[src/verilog/sram_ctl_pkg.sv]
// Purpose: constants and carriers for the latched static RAM controller
// Assumes: 50 MHz clock, all pin timing counted in whole clock cycles
// Notes:   the controller drives the RAM pins; the RAM itself is outside
//
// Notes on behaviour
// - write enable may stay low across writes
// - time write data to enable/select rising edge
// - write pulse may sit anywhere in enable-low window
// - wait float delay before driving write data
package sram_ctl_pkg;

  // ---------------------------------------------------------------
  // geometry
  // ---------------------------------------------------------------
  localparam int ADDR_W = 8;
  localparam int DATA_W = 4;

  // ---------------------------------------------------------------
  // timing, in ns as printed, and derived cycle counts
  // ---------------------------------------------------------------
  localparam int CLK_NS             = 20;
  localparam int ADDR_SETUP_NS      = 20;   // address before enable falls
  localparam int WRITE_PULSE_NS     = 180;  // write enable pulse width
  localparam int DATA_SETUP_NS      = 150;  // data before write end
  localparam int output_float_delay = 50;   // write low to outputs floated
  localparam int ACCESS_NS          = 300;  // enable low to read data valid
  localparam int CYCLE_NS           = 400;  // enable fall to enable fall
  localparam int PRECHARGE_NS       = 120;  // enable high between cycles

  function automatic int cyc_up(input int ns);
    int c;
    c = (ns + CLK_NS - 1) / CLK_NS;
    return (c < 1) ? 1 : c;
  endfunction : cyc_up

  localparam int SETUP_CYC  = cyc_up(ADDR_SETUP_NS);
  localparam int FLOAT_CYC  = cyc_up(output_float_delay);
  localparam int DSETUP_CYC = cyc_up(DATA_SETUP_NS);
  localparam int WPULSE_CYC = cyc_up(WRITE_PULSE_NS);
  localparam int ACCESS_CYC = cyc_up(ACCESS_NS);
  localparam int PRE_CYC    = cyc_up(PRECHARGE_NS);
  localparam int HOLD_CYC   = 1;    // data and write enable kept after write end
  localparam int CNT_W      = 8;

  // ---------------------------------------------------------------
  // carriers
  // ---------------------------------------------------------------
  typedef struct packed {
    logic              write;
    logic [ADDR_W-1:0] addr;
    logic [DATA_W-1:0] wdata;
    logic              bank_n;  // value for latched_bank_select_n
  } req_s;

  typedef struct packed {
    logic              enable_n;
    logic              first_select_n;
    logic              latched_bank_select_n;
    logic              write_n;
    logic [ADDR_W-1:0] addr;
  } pins_s;

  typedef enum logic [2:0] {
    ST_IDLE, ST_SETUP, ST_FLOAT, ST_WDATA, ST_READ, ST_END, ST_PRE
  } state_e;

endpackage : sram_ctl_pkg

[src/verilog/cycle_timer.sv]
// Purpose: down counter timing each phase of a RAM cycle
// Assumes: load has priority over counting
// Notes:   done is high while the count is zero
module cycle_timer
  import sram_ctl_pkg::*;
#(
  parameter int W = CNT_W
) (
  // clock and reset
  input  wire logic         clk,
  input  wire logic         rst,
  // control
  input  wire logic         load,
  input  wire logic [W-1:0] value,
  output logic              done
);

  // refuse a width that cannot count a phase of more than two cycles
  if (W < 2) begin : g_width_check
    $error("cycle_timer width too small");
  end

  logic [W-1:0] cnt_r;
  logic [W-1:0] cnt_nxt;

  // count down to zero, reload on request
  assign cnt_nxt = load ? value : (cnt_r != '0 ? cnt_r - W'(1) : cnt_r);
  assign done    = (cnt_r == '0);

  // counter register
  always_ff @(posedge clk) begin
    if (rst) cnt_r <= '0;
    else     cnt_r <= cnt_nxt;
  end

endmodule : cycle_timer

[src/verilog/sram_host.sv]
// Purpose: host controller driving a latched-address static RAM
// Assumes: one request at a time, pins sampled on clk
// Notes:   shared data bus split into in, out and output enable
//          one RAM cycle per request; a write ends on the enable and
//          select rise while write enable is still low
module sram_host
  import sram_ctl_pkg::*;
(
  // clock and reset
  input  wire logic              clk,
  input  wire logic              rst,
  // user request
  input  wire logic              req_valid,
  output logic                   req_ready,
  input  wire req_s              req,
  // user read answer
  output logic                   rd_valid,
  output logic [DATA_W-1:0]      rd_data,
  // RAM control pins
  output pins_s                  pins,
  // RAM shared data bus
  input  wire logic [DATA_W-1:0] dq_in,
  output logic [DATA_W-1:0]      dq_out,
  output logic                   dq_oe
);

  // ---------------------------------------------------------------
  // state
  // ---------------------------------------------------------------
  state_e            st_r, st_nxt;
  req_s              req_r;
  pins_s             pins_r, pins_nxt;
  logic [DATA_W-1:0] dq_out_r, dq_out_nxt;
  logic              dq_oe_r, dq_oe_nxt;
  logic [DATA_W-1:0] rd_data_r;
  logic              rd_valid_r;
  logic              tload;
  logic [CNT_W-1:0]  tval;
  logic              tdone;
  logic              take;
  logic              cap_read;
  logic              setup_end;
  logic              float_end;
  logic              wdata_end;
  logic              read_end;
  logic              hold_end;
  logic              pre_end;

  // ---------------------------------------------------------------
  // phase lengths
  // ---------------------------------------------------------------
  // the data phase covers the data setup before the write ends and
  // whatever the write pulse still needs after the bus turn-round
  localparam int WDATA_CYC = (DSETUP_CYC > WPULSE_CYC - FLOAT_CYC) ? DSETUP_CYC : WPULSE_CYC - FLOAT_CYC;
  localparam int CNT_MAX   = (1 << CNT_W) - 1;

  // refuse setup, access, data and precharge lengths that the timer cannot hold
  if (SETUP_CYC > CNT_MAX || ACCESS_CYC > CNT_MAX || WDATA_CYC > CNT_MAX || PRE_CYC > CNT_MAX) begin : g_cnt_range
    $error("sram_host phase count too large for the timer");
  end

  // a missing float or hold phase would let host and RAM fight on the bus
  if (FLOAT_CYC < 1 || HOLD_CYC < 1) begin : g_turn_round
    $error("sram_host bus turn-round phase shorter than one cycle");
  end

  // timer load value c for a phase of c+1 cycles, range checked above for all but the float and hold phases
  function automatic logic [CNT_W-1:0] phase_len(input int c);
    return CNT_W'(c);
  endfunction : phase_len

  // phase timer
  cycle_timer #(.W(CNT_W)) u_timer (
    .clk   (clk),
    .rst   (rst),
    .load  (tload),
    .value (tval),
    .done  (tdone)
  );

  // handshake decode
  assign req_ready = (st_r == ST_IDLE);
  assign take      = req_valid && req_ready;
  assign cap_read  = read_end;

  // phase-end decode, one strobe per timed phase
  assign setup_end = (st_r == ST_SETUP) && tdone;
  assign float_end = (st_r == ST_FLOAT) && tdone;
  assign wdata_end = (st_r == ST_WDATA) && tdone;
  assign read_end  = (st_r == ST_READ)  && tdone;
  assign hold_end  = (st_r == ST_END)   && tdone;
  assign pre_end   = (st_r == ST_PRE)   && tdone;

  // ---------------------------------------------------------------
  // sequencing
  // ---------------------------------------------------------------
  // write: setup, enable/select/write low, float wait, data phase,
  //        enable and select rise (write ends), hold, write enable rise
  // read:  setup, enable/select low for the access time, capture
  // both end in a precharge with enable high before the next request
  always_comb begin
    st_nxt     = st_r;
    pins_nxt   = pins_r;
    dq_out_nxt = dq_out_r;
    dq_oe_nxt  = dq_oe_r;
    tload      = 1'b0;
    tval       = '0;
    case (st_r)
      ST_IDLE: begin
        if (take) begin
          // address and bank select set up while enable high
          pins_nxt.addr                  = req.addr;
          pins_nxt.latched_bank_select_n = req.bank_n;
          tload  = 1'b1;
          tval   = phase_len(SETUP_CYC);
          st_nxt = ST_SETUP;
        end
      end
      ST_SETUP: begin
        if (setup_end) begin
          // enable falls: device latches address and bank select
          pins_nxt.enable_n       = 1'b0;
          pins_nxt.first_select_n = 1'b0;
          tload = 1'b1;
          if (req_r.write) begin
            pins_nxt.write_n = 1'b0;      // pulse opens inside enable-low window
            tval   = phase_len(FLOAT_CYC);
            st_nxt = ST_FLOAT;
          end else begin
            // read: enable stays low for the full access time
            tval   = phase_len(ACCESS_CYC);
            st_nxt = ST_READ;
          end
        end
      end
      ST_FLOAT: begin
        // outputs floated by write low before bus is driven
        if (float_end) begin
          dq_out_nxt = req_r.wdata;
          dq_oe_nxt  = 1'b1;              // host drives shared bus
          tload  = 1'b1;
          tval   = phase_len(WDATA_CYC);
          st_nxt = ST_WDATA;
        end
      end
      ST_WDATA: begin
        // data held stable to first rise of enable/select
        if (wdata_end) begin
          pins_nxt.enable_n       = 1'b1; // ends write
          pins_nxt.first_select_n = 1'b1;
          tload  = 1'b1;
          tval   = phase_len(HOLD_CYC);
          st_nxt = ST_END;
        end
      end
      ST_READ: begin
        // access time over: enable rises and the RAM latches its output
        if (read_end) begin
          pins_nxt.enable_n       = 1'b1; // device holds its output
          pins_nxt.first_select_n = 1'b1;
          tload  = 1'b1;
          tval   = phase_len(PRE_CYC);
          st_nxt = ST_PRE;
        end
      end
      ST_END: begin
        // write enable released after data hold, bus turned round
        if (hold_end) begin
          pins_nxt.write_n = 1'b1;        // one write per cycle
          dq_oe_nxt = 1'b0;
          tload  = 1'b1;
          tval   = phase_len(PRE_CYC);
          st_nxt = ST_PRE;
        end
      end
      ST_PRE: begin
        // enable kept high long enough for the RAM to precharge
        if (pre_end) st_nxt = ST_IDLE;
      end
      default: st_nxt = ST_IDLE;
    endcase
  end

  // request and pin registers
  // the request is kept for the whole cycle, the user may change req once taken
  always_ff @(posedge clk) begin
    if (rst) begin
      st_r     <= ST_IDLE;
      req_r    <= '0;
      pins_r   <= '{enable_n: 1'b1, first_select_n: 1'b1, latched_bank_select_n: 1'b1,
                    write_n: 1'b1, addr: '0};
      dq_out_r <= '0;
      dq_oe_r  <= 1'b0;
    end else begin
      st_r     <= st_nxt;
      if (take) req_r <= req;
      pins_r   <= pins_nxt;
      dq_out_r <= dq_out_nxt;
      dq_oe_r  <= dq_oe_nxt;
    end
  end

  // read capture at end of access time
  // dq_in is taken at the edge that raises enable, so the RAM still
  // drives the word it had valid when its output latch closed
  always_ff @(posedge clk) begin
    if (rst) begin
      rd_data_r  <= '0;
      rd_valid_r <= 1'b0;
    end else begin
      rd_valid_r <= cap_read;
      if (cap_read) rd_data_r <= dq_in;
    end
  end

  // outputs
  assign pins     = pins_r;
  assign dq_out   = dq_out_r;
  assign dq_oe    = dq_oe_r;
  assign rd_data  = rd_data_r;
  assign rd_valid = rd_valid_r;

endmodule : sram_host

[config.mk]
export PLATFORM = sky130hd
export DESIGN_NAME = sram_host
export DESIGN_NICKNAME = d
export VERILOG_FILES = /design/src/verilog/sram_ctl_pkg.sv /design/src/verilog/cycle_timer.sv /design/src/verilog/sram_host.sv
export SDC_FILE = /design/constraint.sdc
export NUM_CORES = 1
export LEC_CHECK = 0
export ABC_AREA = 1
export BUFFER_PORTS_ARGS = -buffer_cell sky130_fd_sc_hd__buf_4
export CAP_MARGIN = 30
export CORE_MARGIN = 2
export CORE_UTILIZATION = 49
export DETAILED_ROUTE_END_ITERATION = 6
export GPL_TIMING_DRIVEN = 0
export PLACE_DENSITY_LB_ADDON = 0.05
export SKIP_CTS_REPAIR_TIMING = 1
export SYNTH_ARGS = -nofsm -noshare
export SYNTH_HDL_FRONTEND = slang
export SYNTH_SLANG_ARGS = --single-unit
[constraint.sdc]
create_clock -name clk -period 2.22 [get_ports clk]
set_input_delay 0.222 -clock clk [delete_from_list [all_inputs] [get_ports clk]]
set_output_delay 0.222 -clock clk [all_outputs]
set_load 0.05 [all_outputs]
==> metrics, run 1 <==
reg2reg setup slack=0.54 ns; WL/cell=11.2 µm; Yosys reg bits=37; Iter 0 DRT Violations=79; mapped cell area=1700 µm²; Ports=44; row cnt=21; syn nets=256; status=complete, no violations; Max IR drop VDD=0.674 mV; DP Wirelength=2750 µm; Worst setup endpoint=pins[11]; RSZ-0062 raised after global routing=false; global-route wire length before repair=6520 µm; Antenna Diode Count=0; total grt overflow=0; Initial Util=0.509; syn avg cell area=7.29 µm²; Final Cycle Share=0.759; Clock Latency Late Sink=0.34 ns; clk_skew=0.00781 ns; Worst EP required=2.44 ns; nature of the critical path startpoint=flop; Die Width=62.9 µm; total of max-cap violations=0; Rel. slew slack=0.715; Gate Count Post-Synth=233; Final TNS setup=0 ns; number of iterations in the first detailed-routing pass=4; worst hold path class=in2reg; Core Area=3340 µm²; r2r worst-path depth=9; Vias/cell=4.81; share of cells above drive strength 1=0.289; Worst-path clk slew=0.12 ns; Vias=1588; worst-path fanout max=6; cts bufs inserted=5; leakage dissipation=1.03 nW; Placed Instance Area=2080 µm²; Setup-failing EPs final=0; Pwr Density=1500 nW/µm²; final slew viol count=0; largest net degree at the start of global routing=14; die outline height=62.9 µm; critical path class=reg2reg; crit path launch=u_timer.cnt_r[0]; crit end category=flop; area taken by flip-flops and latches=741 µm²; CTS sink count=37; routed wire length=3700 µm; reg-to-reg critical path startpoint=u_timer.cnt_r[0]; WP data arrival=1.90 ns; Final min period=1.68 ns; fillers=326; P&R area growth vs syn=25.8%; footprint of the multi-input gates=811 µm²; Seq/Total Area, Yosys=0.436; Total Nets Final=306; root buffer cell=clkbuf_4; Final Instance Area=2140 µm²; FF-to-FF End=pins[11]; Port Buffers=43; H-tree Lvls=2; initial antenna violation count=0; actual slew at the worst max-slew pin=0.428 ns; DRC violations left=0; Fmax=594 MHz; die area=3950 µm²; GRT Overall Usage=0.207; CTS tree=built; vias in the first global route=1536; Clock Path Buffers=2; final hold vios=0; Syn. warnings=0; ANT nets after route=0; routability congestion estimate=0.871; Synth cell types=30
[worst min-delay path by stage]
stage	start	end	slack, ns	depth (start not counted)
2_1_floorplan	rst	st_r[2]	0.29	1
6_report	req[10]	pins[5]	0.09	3
3_5_place_dp	pins[8]	pins[8]	0.45	1
4_1_cts	rst	rd_valid	0.08	2
3_3_place_gp	req[0]	pins[9]	0.43	3
5_1_grt	req[9]	pins[4]	0.07	3
[synthesized netlist by cell type]
master,count,area [µm²]
nor2_1,52,195
dfxtp_1,37,741
nand2_1,37,139
o21ai_0,23,115
inv_1,16,60.1
nand3_1,9,45.0
inv_2,8,30.0
a21oi_1,7,35.0
nor2_2,5,31.3
a21oi_2,4,35.0
o21ai_1,4,20.0
buf_6,3,33.8
clkbuf_1,3,11.3
ha_1,2,25.0
nand2_2,2,12.5
nand4_1,2,12.5
nor2_4,2,22.5
nor3_1,2,10.0
nor3_2,2,20.0
o211ai_1,2,15.0
xor2_1,2,17.5
a21o_1,1,7.51
buf_4,1,7.51
clkbuf_2,1,5.00
nand2_4,1,11.3
nand3_2,1,10.0
nand3b_1,1,7.51
o21ai_2,1,8.76
o22ai_1,1,6.26
xnor2_1,1,8.76
[flip-flops by register name, indices dropped and copies added (netlist names)]
register	count
req_r	5
rd_valid	1
dq_out	4
st_r	3
dq_oe	1
rd_data	4
pins	11
u_timer.cnt_r	8
[metrics by stage]
stage                     worst slack (ns)  hold slack, ns   util  power (mW)  cells
after detailed placement             0.539           0.449  0.623        2.87    322
after CTS                            0.514          0.0827  0.641        3.24    330
final                                0.536          0.0899  0.641        3.22    330
after floorplan                      0.781           0.291      -        2.43    233
after global routing                 0.295          0.0703  0.641        3.50    330
after global placement               0.544           0.434  0.623        2.86    322
[worst max-delay path, stage by stage, from the launching register on]
cell,delay (ns)
dfxtp_1,0.33
inv_1,0.15
ha_1,0.21
nand2_1,0.13
nor2_4,0.19
nand2_1,0.11
nor2_2,0.19
inv_2,0.10
nand3_1,0.08
o211ai_1,0.08
[cells in the final DEF, fill, tap and decap left out, drive strengths merged]
master    instances
clkinv            1
o22ai             1
o211ai            2
xnor2             1
ha                2
nand3b            1
nand2            40
nor3              4
nor2             59
buf              47
nand3            10
clkinvlp          1
xor2              2
o21ai            28
a21o              1
inv              25
dfxtp            37
clkbuf            9
nand4             2
a21oi            11
[final cells by class]
type | count | area share
buffer | 8 | 0.0269
sequential | 37 | 0.346
tap | 46 | 0.0269
clock inverter | 3 | 0.00995
timing repair buffer | 43 | 0.151
inverter | 24 | 0.0421
clock buffer | 5 | 0.0176
multi-input combinational | 164 | 0.379
[cells by family after synthesis]
| family | count (synthesis) | share of synthesized area |
|---|---|---|
| AO/OA/AOI/OAI | 43 | 0.143 |
| XOR/XNOR | 3 | 0.0155 |
| adder cells (fa/ha/maj) | 2 | 0.0147 |
| buffers and inverters | 32 | 0.0869 |
| flip-flops | 37 | 0.436 |
| AND/OR/NAND/NOR | 116 | 0.304 |
[metal layers]
metal  vias up  global-route usage  wire (µm)
met1       709               0.262       1650
met2        39               0.331       1800
met4         0              0.0889         21
met5         -                   0          0
met3         2              0.0559        232
li1        838                   -          -
[power by group]
part / internal, mW / switching [mW]
Sequential: 0.867 / 0.141
Combinational: 0.615 / 1.23
Clock: 0.125 / 0.238
No activity file was read; power rests on OpenSTA's default activity.
==> run 2, diff against run 1 <==
==> constraint.sdc (replaced) <==
create_clock -name clk -period 1.6 [get_ports clk]
set_input_delay 0.16 -clock clk [delete_from_list [all_inputs] [get_ports clk]]
set_output_delay 0.16 -clock clk [all_outputs]
set_load 0.05 [all_outputs]
==> metrics, run 2 (synthesis gave the netlist of run 1 again) <==
status=complete, no violations (unchanged); Ports=44 (unchanged); DRC violations left=0 (unchanged); CTS sink count=37 (unchanged); max FFs per register=11 (unchanged); total grt overflow=0 (unchanged); min-delay src=req[10] (unchanged); Total Nets Final=310 (was 306); crit end category=output pin (was flop); Die Width=62.9 µm (unchanged); Worst EP required=1.44 ns (was 2.44 ns); commonest non-fill, non-tap cell in the layout=nor2_1 (unchanged); Vias=1615 (was 1588); root buffer cell=clkbuf_4 (unchanged); worst-path fanout max=6 (unchanged); Setup-failing EPs final=0 (unchanged); Final Instance Area=2200 µm² (was 2140 µm²); Pwr Density=2080 nW/µm² (was 1500 nW/µm²); post-layout util=0.659 (was 0.641); nature of the critical path startpoint=flop (unchanged); actual slew at the worst max-slew pin=0.450 ns (was 0.428 ns); met3 Use GR=0.0559 (unchanged); share of cells above drive strength 1=0.323 (was 0.289); Antenna Diode Count=0 (unchanged); die outline height=62.9 µm (unchanged); DP Wirelength=2750 µm (unchanged); vias in the first global route=1536 (unchanged); Power Total=4.59 mW (was 3.22 mW); Worst-path clk slew=0.12 ns (about the same); H-tree Lvls=2 (unchanged); WL/cell=11.2 µm (about the same); routed wire length=3730 µm (was 3700 µm); global-route wire length before repair=6520 µm (unchanged); GRT Overall Usage=0.207 (unchanged); crit path launch=st_r[0] (was u_timer.cnt_r[0]); Clock Latency Late Sink=0.35 ns (was 0.34 ns); Fmax=673 MHz; final hold vios=0 (unchanged); RSZ-0062 raised after global routing=false (unchanged); commonest cells after routing, fill and taps aside=nor2_1, buf_4, dfxtp_1 (was nor2_1, buf_4, nand2_1, dfxtp_1, o21ai_0); largest net degree at the start of global routing=14 (unchanged); ANT nets after route=0 (unchanged); P&R area growth vs syn=29.5% (was 25.8%); clk_skew=0.00771 ns (was 0.00781 ns); die area=3950 µm² (unchanged); Hold Path Stages=3 (unchanged); Final min period=1.48 ns; number of iterations in the first detailed-routing pass=4 (unchanged); Clock Path Buffers=2 (unchanged); Final Cycle Share=0.928; global routing usage on met2=0.331 (unchanged); GR Util met1=0.262 (unchanged); Core Area=3340 µm² (unchanged); initial antenna violation count=0 (unchanged); Iter 0 DRT Violations=74 (was 79); leakage dissipation=1.05 nW (was 1.03 nW); reg-to-reg critical path startpoint=st_r[2] (was u_timer.cnt_r[0]); Port Buffers=43 (unchanged); WP data arrival=1.32 ns (was 1.90 ns); worst hold path class=in2reg (unchanged); Placed Instance Area=2080 µm² (unchanged); Vias/cell=4.84 (was 4.81); r2r worst-path depth=8 (was 9); total of max-cap violations=0 (unchanged); Max IR drop VDD=0.945 mV (was 0.674 mV); cts bufs inserted=5 (unchanged); Hold WS=0.0197 ns (was 0.0899 ns); row cnt=21 (unchanged); CTS tree=built (unchanged); routability congestion estimate=0.871 (unchanged); Rel. slew slack=0.700 (was 0.715); GRT busiest layer=met2 (unchanged); Initial Util=0.509 (unchanged); final slew viol count=0 (unchanged); critical path class=reg2out (was reg2reg)
## run 2: cell type report
| type | instances | area (µm²) |
|---|---|---|
| inverters | 24 | 90.1 |
| fillers | 320 | 1140 |
| multi-input cells | 164 | 843 |
| plain buffers | 8 | 57.6 |
| clock inverters | 3 | 21.3 |
| well taps | 46 | 57.6 |
| repair buffers | 47 | 350 |
| flip-flops and latches | 37 | 742 |
| clock buffers | 5 | 37.5 |
## run 2: routing by layer
layer  vias up  wire length [µm]
li1        850                 -
met1       722              1670
met2        36              1780
met3         7               223
met4         0                61
met5         -                 0
## run 2: stage by stage
stage / worst slack [ns] / instances / setup TNS, ns
2_1_floorplan: 0.161 / 233 / 0
3_3_place_gp: -0.0757 / 322 / -0.246
3_5_place_dp: -0.0806 / 322 / -0.250
4_1_cts: -0.106 / 330 / -0.521
5_1_grt: 0.00685 / 334 / 0
6_report: 0.115 / 334 / 0
## run 2: report_power, final
group          internal, mW  switching, mW  leakage, nW  total, mW
Clock                 0.174          0.336       0.0316      0.510
Combinational         0.919           1.75        0.715       2.67
Sequential             1.21          0.204        0.304       1.41
## run 2: worst max-delay path, stage by stage, from the launching register on
cell and delay, ns:
dfxtp_1 0.52, inv_2 0.11, nand3_2 0.13, inv_1 0.05
buf_4 0.18
## run 2: path summary, 6_finish.rpt
kind,slack [ns],end
worst max register to register,0.15,pins[9]
worst min-delay path,0.02,pins[5]
worst max-delay path,0.12,req_ready
worst min register to register,0.47,req_r[2]
